<file path="src/include/crt_pkg.sv">
// Shared constants and types of the readout timing sequencer.
// Assumes clk_in is the 48 MHz master clock; pixel phases are in its cycles, line, slice and guidance lengths in pixels, durations in ms.
package crt_pkg;

	// ------------------------------------------------------------
	// Pixel timing
	// ------------------------------------------------------------
	localparam int          MASTER_HZ   = 48_000_000;
	localparam int          PIX_CLKS    = 16;
	localparam int          PIX_RATE_HZ = MASTER_HZ / PIX_CLKS;
	localparam logic [3:0]  PIX_LAST    = 4'(PIX_CLKS - 1);
	localparam logic [3:0]  PH_LOAD      = 4'h0;
	localparam logic [3:0]  PH_CLAMP_ON  = 4'h2;
	localparam logic [3:0]  PH_CLAMP_OFF = 4'h6;
	localparam logic [3:0]  PH_CONVERT   = 4'ha;
	localparam logic [3:0]  PH_CAPTURE   = 4'hf;

	// ------------------------------------------------------------
	// Science line and frame
	// ------------------------------------------------------------
	localparam logic [10:0] PAR_PIX      = 11'd323;
	localparam logic [10:0] SER_PIX      = 11'd1132;
	localparam logic [10:0] PAR_STEP     = 11'd80;
	localparam int          READ_MS      = 520;
	localparam int          LINE_PIX_I   = 323 + 1132;
	localparam logic [10:0] READ_LINES   =
		11'(READ_MS * (PIX_RATE_HZ / 1000) / LINE_PIX_I);
	localparam logic [10:0] INJ_ROW_FIRST = 11'd1059;
	localparam logic [10:0] INJ_ROW_LAST  = 11'd1062;

	// ------------------------------------------------------------
	// Slices and integration
	// ------------------------------------------------------------
	localparam int          SLICE_MS     = 600;
	localparam logic [2:0]  SLICES       = 3'd5;
	localparam logic [20:0] SLICE_PIX    =
		21'(SLICE_MS * (PIX_RATE_HZ / 1000));
	localparam logic [11:0] MS_PIX       = 12'(PIX_RATE_HZ / 1000);
	localparam int          MAX_INT_MS   = 8000;
	localparam logic [12:0] MAX_DLY_MS   = 13'(MAX_INT_MS - SLICE_MS * 5);

	// ------------------------------------------------------------
	// Guidance sensor
	// ------------------------------------------------------------
	localparam int          GUIDE_FRAMES = 5;
	localparam logic [10:0] GD_PAR_PIX   = 11'd16;
	localparam logic [10:0] GD_SER_PIX   = 11'd1000;

	// ------------------------------------------------------------
	// Link words
	// ------------------------------------------------------------
	localparam int           WORD_W     = 16;
	localparam logic [15:0]  SYNC_FRAME = 16'hfb47;
	localparam logic [15:0]  SYNC_LINE  = 16'hd2c1;

	typedef enum logic [1:0] {
		ST_READ  = 2'b00,
		ST_GAP   = 2'b01,
		ST_DELAY = 2'b10
	} crt_state_t;

endpackage : crt_pkg

</file>
<file path="src/logic/crt_sequencer.sv">
// Readout timing sequencer: counters, slice state machine, strobes, links.
// Assumes clk_in is the master clock and ADC words arrive on pins.
`timescale 1ns/10ps
`default_nettype none

module crt_sequencer #(
	parameter logic [10:0] P_PAR_PIX    = crt_pkg::PAR_PIX,
	parameter logic [10:0] P_SER_PIX    = crt_pkg::SER_PIX,
	parameter logic [10:0] P_READ_LINES = crt_pkg::READ_LINES,
	parameter logic [20:0] P_SLICE_PIX  = crt_pkg::SLICE_PIX,
	parameter logic [11:0] P_MS_PIX     = crt_pkg::MS_PIX,
	parameter logic [10:0] P_GD_SER_PIX = crt_pkg::GD_SER_PIX
) (
	// Clock and reset
	input  wire logic             clk_in,
	input  wire logic             rst_n_in,
	// Control
	input  wire logic             reverse_in,
	input  wire logic             inject_req_in,
	input  wire logic [12:0]      delay_ms_in,
	// Converter results
	input  wire logic [3:0][15:0] sci_adc_in,
	input  wire logic [15:0]      gd_adc_in,
	// Science drive
	output logic      [3:0]       sci_par_out,
	output logic      [3:0]       sci_ser_out,
	output logic                  inject_out,
	output logic      [2:0]       sci_cds_out,
	output logic      [2:0]       mux_sel_out,
	// Guidance drive
	output logic      [3:0]       gd_par_out,
	output logic      [3:0]       gd_ser_out,
	output logic      [2:0]       gd_cds_out,
	// Serial links
	output logic      [3:0]       sci_link_a_out,
	output logic      [3:0]       sci_link_b_out,
	output logic                  gd_link_a_out,
	output logic                  gd_link_b_out,
	// Status
	output logic                  expo_start_out,
	output logic      [1:0]       state_out
);
	import crt_pkg::*;

	// ------------------------------------------------------------
	// Derived lengths
	// ------------------------------------------------------------
	localparam logic [10:0] LINE_LAST  = 11'(P_PAR_PIX + P_SER_PIX - 11'd1);
	localparam logic [10:0] ROWS_LAST  = 11'(P_READ_LINES - 11'd1);
	localparam logic [20:0] SLICE_LAST = 21'(P_SLICE_PIX - 21'd1);
	localparam logic [11:0] MS_LAST    = 12'(P_MS_PIX - 12'd1);
	localparam logic [2:0]  SLICE_TOP  = 3'(SLICES - 3'd1);
	localparam logic [10:0] GD_LINE_LAST =
		11'(GD_PAR_PIX + P_GD_SER_PIX - 11'd1);
	localparam int GD_FRM_I = int'(P_READ_LINES)
		* (int'(P_PAR_PIX) + int'(P_SER_PIX)) / GUIDE_FRAMES;
	localparam logic [18:0] GD_FRM_LAST = 19'(GD_FRM_I - 1);
	localparam logic [15:0] SER_CYC = 16'(int'(P_SER_PIX) * PIX_CLKS);

	// ------------------------------------------------------------
	// State
	// ------------------------------------------------------------
	crt_state_t       state_q, state_d;
	logic [3:0]       pix_q;
	logic [10:0]      pos_q, line_q, gpos_q;
	logic [20:0]      sp_q;
	logic [2:0]       slc_q;
	logic [12:0]      ms_q, dly_q;
	logic [11:0]      msp_q;
	logic [18:0]      gfr_q;
	logic             rev_q, inj_en_q;
	logic [3:0][15:0] sadc1_q, sadc2_q, smp_q;
	logic [15:0]      gadc1_q, gadc2_q, gsmp_q;
	logic             svld_q, gvld_q;
	logic [2:0]       scds_q, gcds_q;
	logic             inj_q, expo_q;
	logic [15:0]      ser_cyc_q;

	// ------------------------------------------------------------
	// Decodes
	// ------------------------------------------------------------
	// Pixel tick and science line position
	wire tick      = pix_q == PIX_LAST;
	wire rd        = state_q == ST_READ;
	wire dl        = state_q == ST_DELAY;
	wire eol       = rd && tick && pos_q == LINE_LAST;
	wire read_end  = eol && line_q == ROWS_LAST;
	wire slice_end = !dl && tick && sp_q == SLICE_LAST;
	wire last_slc  = slc_q == SLICE_TOP;
	wire dly_end   = dl && tick && msp_q == MS_LAST
		&& ms_q == 13'(dly_q - 13'd1);
	wire cyc_start = (slice_end && last_slc && dly_q == 13'h0000)
		|| dly_end;
	wire rd_go     = !rd && state_d == ST_READ;

	// Science clock phases
	wire par_act   = rd && pos_q < P_PAR_PIX;
	wire ser_act   = rd && !par_act;
	wire [1:0] par_step = pos_q < PAR_STEP ? 2'h0
		: pos_q < 11'(PAR_STEP * 2) ? 2'h1
		: pos_q < 11'(PAR_STEP * 3) ? 2'h2 : 2'h3;

	// Guidance line and frame, locked to readout start
	wire gd_run    = !dl;
	wire gpar      = gd_run && gpos_q < GD_PAR_PIX;
	wire gser      = gd_run && !gpar;
	wire frm_wrap  = gd_run && tick && gfr_q == GD_FRM_LAST;
	wire gline_end = gd_run && tick && gpos_q == GD_LINE_LAST;

	// Sample strobes, same phases on both sensors
	wire [2:0] pix_cds = {pix_q == PH_CONVERT, pix_q == PH_CLAMP_OFF,
		pix_q == PH_CLAMP_ON};
	wire [2:0] scds_d = ser_act ? pix_cds : 3'h0;
	wire [2:0] gcds_d = gser ? pix_cds : 3'h0;

	// Word selection for the links
	wire        ld        = pix_q == PH_LOAD;
	wire        sync_now  = rd && pos_q == 11'd1;
	wire [15:0] sync_w    = line_q == 11'd0 ? SYNC_FRAME : SYNC_LINE;
	wire        gsync_now = gd_run && gpos_q == 11'd1;
	wire [15:0] gsync_w   = gfr_q <= 19'(GD_LINE_LAST) ? SYNC_FRAME
		: SYNC_LINE;
	wire [15:0] gword = gvld_q ? gsmp_q
		: gsync_now ? gsync_w : 16'h0000;

	// Injection window and delay limit
	wire inj_row = line_q >= INJ_ROW_FIRST && line_q <= INJ_ROW_LAST;
	wire inj_d   = rd && inj_en_q && inj_row;
	wire [12:0] dly_lim = delay_ms_in > MAX_DLY_MS ? MAX_DLY_MS
		: delay_ms_in;

	// ------------------------------------------------------------
	// Next values of the counters
	// ------------------------------------------------------------
	wire [10:0] pos_d  = !rd ? 11'h000 : eol ? 11'h000
		: tick ? 11'(pos_q + 11'd1) : pos_q;
	wire [10:0] line_d = !rd ? 11'h000
		: eol ? 11'(line_q + 11'd1) : line_q;
	wire [20:0] sp_d   = (slice_end || dl) ? 21'h000000
		: tick ? 21'(sp_q + 21'd1) : sp_q;
	wire [2:0]  slc_d  = !slice_end ? slc_q
		: last_slc ? 3'h0 : 3'(slc_q + 3'd1);
	wire [11:0] msp_d  = !dl ? 12'h000 : !tick ? msp_q
		: msp_q == MS_LAST ? 12'h000 : 12'(msp_q + 12'd1);
	wire [12:0] ms_d   = !dl ? 13'h0000
		: (tick && msp_q == MS_LAST) ? 13'(ms_q + 13'd1) : ms_q;
	wire [10:0] gpos_d = (rd_go || gline_end || frm_wrap) ? 11'h000
		: (gd_run && tick) ? 11'(gpos_q + 11'd1) : gpos_q;
	wire [18:0] gfr_d  = (rd_go || frm_wrap) ? 19'h00000
		: (gd_run && tick) ? 19'(gfr_q + 19'd1) : gfr_q;

	// Slice state machine
	always_comb begin
		state_d = state_q;
		case (state_q)
			ST_READ:  if (read_end) state_d = ST_GAP;
			ST_GAP:   if (slice_end) state_d = (last_slc && dly_q != 13'h0000)
				? ST_DELAY : ST_READ;
			ST_DELAY: if (dly_end) state_d = ST_READ;
			default:  state_d = ST_READ;
		endcase
	end

	// ------------------------------------------------------------
	// Registers
	// ------------------------------------------------------------
	// Timing counters
	always_ff @(posedge clk_in or negedge rst_n_in) begin
		if (!rst_n_in) begin
			state_q <= ST_READ;
			pix_q   <= 4'h0;
			pos_q   <= 11'h000;
			line_q  <= 11'h000;
			sp_q    <= 21'h000000;
			slc_q   <= 3'h0;
		end else begin
			state_q <= state_d;
			pix_q   <= 4'(pix_q + 4'd1);
			pos_q   <= pos_d;
			line_q  <= line_d;
			sp_q    <= sp_d;
			slc_q   <= slc_d;
		end
	end

	// Delay and guidance counters
	always_ff @(posedge clk_in or negedge rst_n_in) begin
		if (!rst_n_in) begin
			msp_q  <= 12'h000;
			ms_q   <= 13'h0000;
			gpos_q <= 11'h000;
			gfr_q  <= 19'h00000;
		end else begin
			msp_q  <= msp_d;
			ms_q   <= ms_d;
			gpos_q <= gpos_d;
			gfr_q  <= gfr_d;
		end
	end

	// Settings taken only at a cycle start
	always_ff @(posedge clk_in or negedge rst_n_in) begin
		if (!rst_n_in) begin
			rev_q    <= 1'b0;
			inj_en_q <= 1'b0;
			dly_q    <= 13'h0000;
		end else if (cyc_start) begin
			rev_q    <= reverse_in;
			inj_en_q <= inject_req_in && !reverse_in;
			dly_q    <= dly_lim;
		end
	end

	// Converter words, two stages from the pins
	always_ff @(posedge clk_in or negedge rst_n_in) begin
		if (!rst_n_in) begin
			sadc1_q <= '0;
			sadc2_q <= '0;
			gadc1_q <= 16'h0000;
			gadc2_q <= 16'h0000;
		end else begin
			sadc1_q <= sci_adc_in;
			sadc2_q <= sadc1_q;
			gadc1_q <= gd_adc_in;
			gadc2_q <= gadc1_q;
		end
	end

	// Sample capture, all four chains together
	always_ff @(posedge clk_in or negedge rst_n_in) begin
		if (!rst_n_in) begin
			smp_q  <= '0;
			gsmp_q <= 16'h0000;
			svld_q <= 1'b0;
			gvld_q <= 1'b0;
		end else if (pix_q == PH_CAPTURE) begin
			smp_q  <= sadc2_q;
			gsmp_q <= gadc2_q;
			svld_q <= ser_act;
			gvld_q <= gser;
		end
	end

	// Strobe and status outputs
	always_ff @(posedge clk_in or negedge rst_n_in) begin
		if (!rst_n_in) begin
			scds_q    <= 3'h0;
			gcds_q    <= 3'h0;
			inj_q     <= 1'b0;
			expo_q    <= 1'b0;
			ser_cyc_q <= 16'h0000;
		end else begin
			scds_q    <= scds_d;
			gcds_q    <= gcds_d;
			inj_q     <= inj_d;
			expo_q    <= cyc_start;
			ser_cyc_q <= ser_act ? 16'(ser_cyc_q + 16'd1) : 16'h0000;
		end
	end

	assign sci_cds_out    = scds_q;
	assign gd_cds_out     = gcds_q;
	assign inject_out     = inj_q;
	assign mux_sel_out    = slc_q;
	assign expo_start_out = expo_q;
	assign state_out      = state_q;

	// ------------------------------------------------------------
	// Phase drivers
	// ------------------------------------------------------------
	// Science parallel phases, reversed in test state
	crt_phase u_sci_par (
		.clk_in   (clk_in),
		.rst_n_in (rst_n_in),
		.run_in   (par_act),
		.rev_in   (rev_q),
		.step_in  (par_step),
		.ph_out   (sci_par_out)
	);

	// Science serial phases, four steps per pixel
	crt_phase u_sci_ser (
		.clk_in   (clk_in),
		.rst_n_in (rst_n_in),
		.run_in   (ser_act),
		.rev_in   (1'b0),
		.step_in  (pix_q[3:2]),
		.ph_out   (sci_ser_out)
	);

	// Guidance parallel phases
	crt_phase u_gd_par (
		.clk_in   (clk_in),
		.rst_n_in (rst_n_in),
		.run_in   (gpar),
		.rev_in   (1'b0),
		.step_in  (gpos_q[3:2]),
		.ph_out   (gd_par_out)
	);

	// Guidance serial phases at the science pixel rate
	crt_phase u_gd_ser (
		.clk_in   (clk_in),
		.rst_n_in (rst_n_in),
		.run_in   (gser),
		.rev_in   (1'b0),
		.step_in  (pix_q[3:2]),
		.ph_out   (gd_ser_out)
	);

	// ------------------------------------------------------------
	// Serial links
	// ------------------------------------------------------------
	// One science link pair per chain
	for (genvar g = 0; g < 4; g++) begin : g_chain
		wire [15:0] sword = svld_q ? smp_q[g]
			: sync_now ? sync_w : 16'h0000;
		crt_link u_link (
			.clk_in    (clk_in),
			.rst_n_in  (rst_n_in),
			.load_in   (ld),
			.word_in   (sword),
			.bit_a_out (sci_link_a_out[g]),
			.bit_b_out (sci_link_b_out[g])
		);
	end

	// Guidance link pair
	crt_link u_gd_link (
		.clk_in    (clk_in),
		.rst_n_in  (rst_n_in),
		.load_in   (ld),
		.word_in   (gword),
		.bit_a_out (gd_link_a_out),
		.bit_b_out (gd_link_b_out)
	);
endmodule : crt_sequencer

`default_nettype wire

</file>
<file path="src/logic/crt_phase.sv">
// Four-phase clock pattern generator with forward or reversed order.
// Assumes step_in advances in order; holds its pattern while idle.
`timescale 1ns/10ps
`default_nettype none

module crt_phase (
	// Clock and reset
	input  wire logic       clk_in,
	input  wire logic       rst_n_in,
	// Step control
	input  wire logic       run_in,
	input  wire logic       rev_in,
	input  wire logic [1:0] step_in,
	// Phase drive
	output logic      [3:0] ph_out
);
	// Reversed order walks the pattern backwards
	wire [1:0] idx = rev_in ? ~step_in : step_in;
	logic [3:0] pat;

	// Two adjacent phases high per step
	always_comb begin
		case (idx)
			2'h0:    pat = 4'h3;
			2'h1:    pat = 4'h6;
			2'h2:    pat = 4'hc;
			default: pat = 4'h9;
		endcase
	end

	// Pattern register, frozen while paused
	always_ff @(posedge clk_in or negedge rst_n_in) begin
		if (!rst_n_in) begin
			ph_out <= 4'h3;
		end else if (run_in) begin
			ph_out <= pat;
		end
	end

endmodule : crt_phase

`default_nettype wire

</file>
<file path="src/logic/crt_link.sv">
// Word serializer feeding one redundant pair of serial links.
// Assumes load_in pulses once every word length of clocks.
`timescale 1ns/10ps
`default_nettype none

module crt_link (
	// Clock and reset
	input  wire logic                       clk_in,
	input  wire logic                       rst_n_in,
	// Word to send
	input  wire logic                       load_in,
	input  wire logic [crt_pkg::WORD_W-1:0] word_in,
	// Redundant link pair
	output logic                            bit_a_out,
	output logic                            bit_b_out
);
	import crt_pkg::*;

	logic [WORD_W-1:0] sh_q;
	wire  [WORD_W-1:0] sh_d = load_in ? word_in
		: {sh_q[WORD_W-2:0], 1'b0};

	// Shift register, most significant bit first
	always_ff @(posedge clk_in or negedge rst_n_in) begin
		if (!rst_n_in) begin
			sh_q <= '0;
		end else begin
			sh_q <= sh_d;
		end
	end

	// Both links carry the same bit
	assign bit_a_out = sh_q[WORD_W-1];
	assign bit_b_out = sh_q[WORD_W-1];

endmodule : crt_link

`default_nettype wire

</file>
<file path="config.mk">
export PLATFORM = sky130hd
export DESIGN_NAME = crt_sequencer
export DESIGN_NICKNAME = d
export VERILOG_FILES = /design/src/include/crt_pkg.sv /design/src/logic/crt_sequencer.sv /design/src/logic/crt_phase.sv /design/src/logic/crt_link.sv
export SDC_FILE = /design/constraint.sdc
export NUM_CORES = 1
export LEC_CHECK = 0
export BUFFER_PORTS_ARGS = -buffer_cell sky130_fd_sc_hd__buf_2
export CORE_MARGIN = 10
export CORE_UTILIZATION = 53
export DETAILED_ROUTE_END_ITERATION = 8
export HOLD_SLACK_MARGIN = 0.1
export PLACE_DENSITY = 0.72
export SLEW_MARGIN = 20
export SYNTH_ARGS = -nofsm -noshare
export SYNTH_HDL_FRONTEND = slang
export SYNTH_SLANG_ARGS = --single-unit
</file>
<file path="constraint.sdc">
create_clock -name clk_in -period 3.85 [get_ports clk_in]
set_input_delay 0.1925 -clock clk_in [delete_from_list [all_inputs] [get_ports clk_in]]
set_output_delay 0.1925 -clock clk_in [all_outputs]
set_load 0.03 [all_outputs]
</file>
# Word-level counts from Yosys, hierarchy flattened
# Cells that the tools add are included.
[classes] add_sub_neg=10 mul=0 n_div=0 magnitude_cmp=9 n_eq_ne=26 shift=0 muxes=46 bitwise_logic=1 reduce_logical=47
[ops] operator="$mux 16" n=12
[ops] operator="$mux 11" n=7
[ops] operator="$mux 21" n=2
[ops] operator="$mux 13" n=3
[ops] operator="$mux 19" n=2
[ops] operator="$mux 12" n=3
[ops] operator="$pmux 4 s3" n=3
[ops] operator="$add 11x1->11 const B" n=3
[ops] operator="$mux 14" n=2
[ops] operator="$logic_and 1x1->1" n=25
[ops] operator="$eq 11x1->1 const B" n=2
[ops] operator="$eq 11x11->1 const B" n=2
[ops] operator="$lt 11x8->1 const B" n=2
[ops] operator="$add 21x1->21 const B" n=1
[ops] operator="$eq 21x21->1 const B" n=1
[ops] operator="$add 19x1->19 const B" n=1
[ops] operator="$eq 19x19->1 const B" n=1
[ops] operator="$le 19x10->1 const B" n=1
[ops] operator="$mux 2" n=7
[ops] operator="$add 13x1->13 const B" n=1
[ops] operator="$eq 13x13->1" n=1
[ops] operator="$gt 13x13->1 const B" n=1
[ops] operator="$logic_not 13->1" n=1
[ops] operator="$reduce_bool 13->1" n=1
[ops] operator="other kinds (30)" n=54
[word_totals] register_bits=468 latch_bits=0 mem_bits_rw=0 romBits=0 out_inout_bits=39 elab_cells=182 n_memories=0

# Longest topological paths before layout
[depth] ltp_word=11 ltp_mapped=13 mapped_depth_nobuf=10

# Hierarchy
# A second synthesis with hierarchy kept.
[hier_totals] hier_cells=1717 area_unflattened_um2=19042.0
[by_module_without_submodules] module="crt_sequencer" n_inst=1 cells_per_inst=1494 area_per_inst_um2=15154.5 seq_area_each_um2=9308.9
[by_module_without_submodules] module="crt_link" n_inst=5 cells_per_inst=35 area_per_inst_um2=649.4 seq_area_each_um2=400.4
[by_module_without_submodules] module="crt_phase" n_inst=4 cells_per_inst=12 area_per_inst_um2=160.2 seq_area_each_um2=102.6

# Least setup slack after synthesis
# OpenSTA, ideal clock, no wires.
[synth_timing] path_type="reg-to-reg" startpoint="register dly_q[0]" endpoint="register gfr_q[14]" arrival_time_ns=2.958 t_required_ns=3.773 slack_ns=0.815 stages_incl_launch_ff=13 path_buffers=2 period_less_slack_ns=3.035 cell_sequence="dfrtp_1 > inv_1 > ha_1 > or3b_4 > nor4_1 > o211ai_1 > a211oi_1 > nand4b_2 > and2_4 > buf_6 > buf_6 > or4_1 > a21oi_1"
[synth_via] elab_chain_len=9 elab_cells_between_ends=14
[synth_lines] element="from (decl)" line_no="crt_sequencer.sv:68" source="logic [12:0] ms_q, dly_q;"
[synth_lines] element="from (signal assigned)" line_no="crt_sequencer.sv:210" source="dly_q <= dly_lim;"
[synth_lines] element="$sub 13x1->13 / $reduce_bool 13->1 (equally long branches)" line_no="crt_sequencer.sv:91, crt_sequencer.sv:157"
[synth_lines] element="$eq 13x13->1 / $logic_and 1x1->1 (equally long branches)" line_no="crt_sequencer.sv:91, crt_sequencer.sv:157"
[synth_lines] element="$logic_and 1x1->1 / $mux 2 (equally long branches)" line_no="crt_sequencer.sv:91, crt_sequencer.sv:158"
[synth_lines] element="$mux 2, on equally long branches" line_no="crt_sequencer.sv:159, crt_sequencer.sv:157"
[synth_lines] element="$pmux 2 s3 (*)" line_no="crt_sequencer.sv:155" source="case (state_q)"
[synth_lines] element="$logic_not 2->1 (*)" line_no="crt_sequencer.sv:94" source="wire rd_go = !rd && state_d == ST_READ;"
[synth_lines] element="$logic_and 1x1->1 (*)" line_no="crt_sequencer.sv:94"
[synth_lines] element="$logic_or 1x1->1 (*)" line_no="crt_sequencer.sv:149" source="wire [18:0] gfr_d = (rd_go || frm_wrap) ? 19'h00000"
[synth_lines] element="$mux 19 / $reduce_bool 2->1 (equally long branches)"
[synth_lines] element="to (signal assigned)" line_no="crt_sequencer.sv:197" source="gfr_q <= gfr_d;"
[synth_lines] element="to (decl)" line_no="crt_sequencer.sv:70" source="logic [18:0] gfr_q;"
# Mark *: on every way between the ends. The rest lies on a longest branch, timed or not.
# A chain may end at the register's enable or synchronous reset.

# Worst setup path in the final report
[layout_timing] startpoint="register dly_q[0]" endpoint="register gfr_q[12]"
# Same word-level chain as after synthesis.

==> results_tabular.tex <==
\begin{tabular}{lr}
\hline
Metric & Value \\
\hline
\multicolumn{2}{l}{\textbf{Status}} \\
\quad Status & finished clean \\
\multicolumn{2}{l}{\textbf{Worst setup path}} \\
\quad WP data required & 4.35 ns \\
\quad Reg-to-reg startpoint & dly\_q[0]\$\_DFFE\_PN0P\_ \\
\quad Chain of cells forming the critical path & inv\_1, ha\_1, or3b\_4, nor4\_1, o211ai\_1, a211oi\_1, nand4b\_2, and2\_4, or4\_1, a21oi\_1 \\
\quad Worst-path maximum fanout & 53 \\
\quad Type of destination of the critical path & register \\
\quad Crit path largest cell delay & 0.55 ns \\
\quad Timing startpoint of the critical path & dly\_q[0]\$\_DFFE\_PN0P\_ \\
\quad CP Data Arrival Time & 3.83 ns \\
\quad Cell with the largest stage delay on the worst path & or4\_1 \\
\quad Worst setup path category & reg -> reg \\
\quad Sort of element at the start of the critical path & register \\
\multicolumn{2}{l}{\textbf{Synth}} \\
\quad Area share of the largest cell type after synthesis & 62.6\% \\
\quad Ranking of synthesized cells by area & dfrtp\_1 (63\%), nand2\_1 (8.5\%), a21oi\_1 (3.2\%), nor2\_1 (2.8\%), o21ai\_0 (2.2\%) \\
\quad Sequential fraction of the synthesis area & a little under two thirds \\
\quad Most instantiated flip-flop cell in the synthesis netlist & dfrtp\_1 \\
\quad Number of nets produced by synthesis & between 1500 and 2000 \\
\quad Post-synthesis cell area & 18400 sq um \\
\quad Average footprint of a synthesized cell & 10.6 sq um \\
\quad Post-synthesis sequential element count & 468 \\
\quad Cells after synthesis & 1740 \\
\quad EDFF count, synth & 0 \\
\quad Yosys cell types & just under 70 \\
\quad Ys Warns & 0 \\
\quad Biggest area consumer among synthesized cells & dfrtp\_1 \\
\quad Async set-reset flop share out of synthesis & 100\% \\
\multicolumn{2}{l}{\textbf{Clock network}} \\
\quad Clock tree root buffer cell & clkbuf\_16 \\
\quad Post-CTS setup buffers & 0 \\
\quad Clock tree sinks & 468 \\
\quad Number of buffers on the longest clock path & 3 \\
\quad CTS H-tree lvls & 2 \\
\quad Clock latency on the worst-skew pair & 0.60 ns \\
\quad Number of clock buffers inserted by TritonCTS & 46 \\
\quad CTS clk-pin slew, worst paths & 0.06 ns \\
\quad CTS tree & built \\
\multicolumn{2}{l}{\textbf{Route}} \\
\quad Residual DRC count & 0 \\
\quad Final ANT Viol Nets & 0 \\
\quad Routed vias & 13114 \\
\quad Routed WL & 41.1 mm \\
\quad Detailed Routing Iterations Pass 1 & 5 \\
\quad DRC marker count from the first detailed-route iteration & 993 \\
\quad Wire per inst & 16.8 microns \\
\quad Number of vias per cell after detailed routing & 5.36 \\
\multicolumn{2}{l}{\textbf{Floorplanning}} \\
\quad Vertical extent of the die & just over 200 microns \\
\quad Placeable core region & between 30000 and 40000 sq um \\
\quad Die width & 206 microns \\
\quad Io pins & between 100 and 150 \\
\quad Overall die area & 42500 sq um \\
\quad Initial core utilization & 53.5\% \\
\quad Cell Rows & 68 \\
\multicolumn{2}{l}{\textbf{Finish}} \\
\quad Post-route insts no fill & between 2000 and 2500 \\
\quad Inserted Diodes & 0 \\
\quad Multi-input gate area in the final layout & 6190 sq um \\
\quad Filler cell count & 2660 \\
\quad Share of the core filled with cells & 64.2\% \\
\quad Most frequent standard cell in the layout excluding fill and tap cells & dfrtp\_1 \\
\quad Number of nets at the end of the flow & 2083 \\
\quad Area Growth Syn to Fin & 20.1\% \\
\quad Top library cells by usage in the layout, fill and taps aside & dfrtp\_1 (459), nand2\_1 (413), nor2\_1 (137) \\
\quad Ratio of cells with drive above 1 in the final layout & 13.8\% \\
\quad Register area & 11700 sq um \\
\quad Final Cell Area & roughly 22000 sq um \\
\multicolumn{2}{l}{\textbf{STA}} \\
\quad Total setup violations reported at the end of the flow & 0 \\
\quad Worst Hold Margin & about 0.22 ns \\
\quad Count of final hold-check violations & 0 \\
\quad Part of the cycle the worst path needs & 86.5\% \\
\quad Unrepaired setup endpoints after global routing & no \\
\quad Final critical delay including setup and external delays & 3.33 ns \\
\quad Slew at the pin with the worst max-slew slack & about 1.1 ns \\
\quad Max Slew Vio Count & 0 \\
\quad Clock skew & 0.0384 ns \\
\quad Accumulated negative setup slack & 0 ns \\
\quad Relative max-transition margin & 27.2\% \\
\quad Fmax & 300 MHz \\
\quad Final worst-path setup slack & 0.521 ns \\
\multicolumn{2}{l}{\textbf{Placed design}} \\
\quad Post-placement cell area & approximately 19000 sq um \\
\quad Minimum setup slack after placement & 0.540 ns \\
\quad Port Buffers & 135 \\
\quad Post-DP HPWL & roughly 25 mm \\
\quad Cell count after placement & roughly 2300 \\
\quad Weighted congestion at the end of routability-driven global placement & 0.850 \\
\multicolumn{2}{l}{\textbf{GRT}} \\
\quad Number of global-route vias before repair & 13388 \\
\quad Largest net degree at the start of global routing & approximately 110 \\
\quad Overall fraction of global-route tracks in use & 19.6\% \\
\quad Overflow left after global routing & 0 \\
\quad Global-route wire length before repair & 67.8 mm \\
\quad Antenna violations before repair & 0 \\
\multicolumn{2}{l}{\textbf{Power}} \\
\quad Power, Total & a little over 10 mW \\
\quad IR drop worst, VDD & approximately 0.00046 V \\
\quad Power density over the cells & 459 nW/um\^{}2 \\
\quad Leakage power of the design & 10.3 nW \\
\multicolumn{2}{l}{\textbf{Worst hold path}} \\
\quad Path type of the worst min-delay path & in -> reg \\
\quad Hold Crit Start & gd\_adc\_in[6] \\
\multicolumn{2}{l}{\textbf{Flow run}} \\
\quad Maxcap violations & 0 \\
\hline
\end{tabular}
## kinds of logic after synthesis
kind of cell               Yosys count  share of synthesized area [%]
AOI/OAI and AO/OA                  244                           7.61
xor gates and xnor gates            71                           3.38
adders and majority gates           32                           2.18
buffers and inverters              118                           2.71
DFF                                468                           63.7
muxes                               12                          0.708
and+or+nand+nor                    795                           19.7
## report_power, final
part / switching (mW) / total [mW] / internal (mW)
Combinational: 0.172 / 0.314 / 0.142
Sequential: 0.0588 / 5.11 / 5.05
Clock: 1.98 / 4.71 / 2.73
Total: 2.21 / 10.1 / 7.92
## state kept, by name (all words and copies together) (netlist names), 12 cells and up
name and cells:
sp_q 21, gsmp_q 16, g_chain.u_link.sh_q 64, dly_q 13
msp_q 12, ms_q 13, smp_q 64, u_gd_link.sh_q 16
sadc1_q 64, gadc2_q 16, sadc2_q 64, gfr_q 19
gadc1_q 16
## worst max-delay path: cells and delay by family, from the launching register on
family | cells | cell delay, ns
buffers and inverters | 1 | 0.08
adders and majority gates | 1 | 0.22
AOI/OAI and AO/OA | 3 | 0.62
and+or+nand+nor | 5 | 1.86
DFF | 1 | 0.44
## routing by layer
metal / up-vias / routed length (microns) / global-route usage, %
li1: 6253 / - / -
met1: 6463 / 17500 / 25.1
met2: 337 / 20400 / 33.0
met3: 61 / 2330 / 4.09
met4: 0 / 923 / 6.20
met5: - / 0 / 0
## cells in the mapped netlist, types with 5 or more instances
cell type and n:
and4_1 5, nand2_1 415, buf_1 7, mux2_2 8, nor3b_1 6, nor4_1 16
nand2b_1 9, dfstp_2 8, xor2_1 38, o31ai_1 15, nor3_1 16, inv_1 29
dfrtp_1 460, clkbuf_1 67, a21oi_1 118, nand4_1 24, or4_1 15, nor2_1 137
o21ai_0 81, nand3_1 69, xnor2_1 33, ha_1 32, buf_4 10, or3_1 23
and3_1 24
## area by class of cell
type / instances / share of cell area [%]
inverter: 29 / 0.493
timing repair buffer: 255 / 8.46
tap: 455 / 2.58
multi-input combinational: 1154 / 28.0
clock inverter: 23 / 1.36
sequential: 468 / 53.1
clock buffer: 63 / 6.01
## timing repair
action | CTS | global route
hold buffers | 98 | 0
hold endpoints to repair | 199 | 0
resized for setup | 0 | 0
## final timing paths
| check | end | slack, ns | cells after the start |
|---|---|---|---|
| min in group asynchronous | gpos_q[5]$_DFFE_PN0P_ | 0.30 | 2 |
| min | gadc1_q[6]$_DFF_PN0_ | 0.22 | 2 |
| max in group asynchronous | u_sci_ser.ph_out[1]$_DFFE_PN1P_ | 2.55 | 3 |
| max | gfr_q[12]$_DFFE_PN0P_ | 0.52 | 10 |
| min reg2reg | sadc2_q[54]$_DFF_PN0_ | 0.33 | 0 |
| max reg2reg | gfr_q[12]$_DFFE_PN0P_ | 0.52 | 10 |
(Power assumes the default switching activity.)
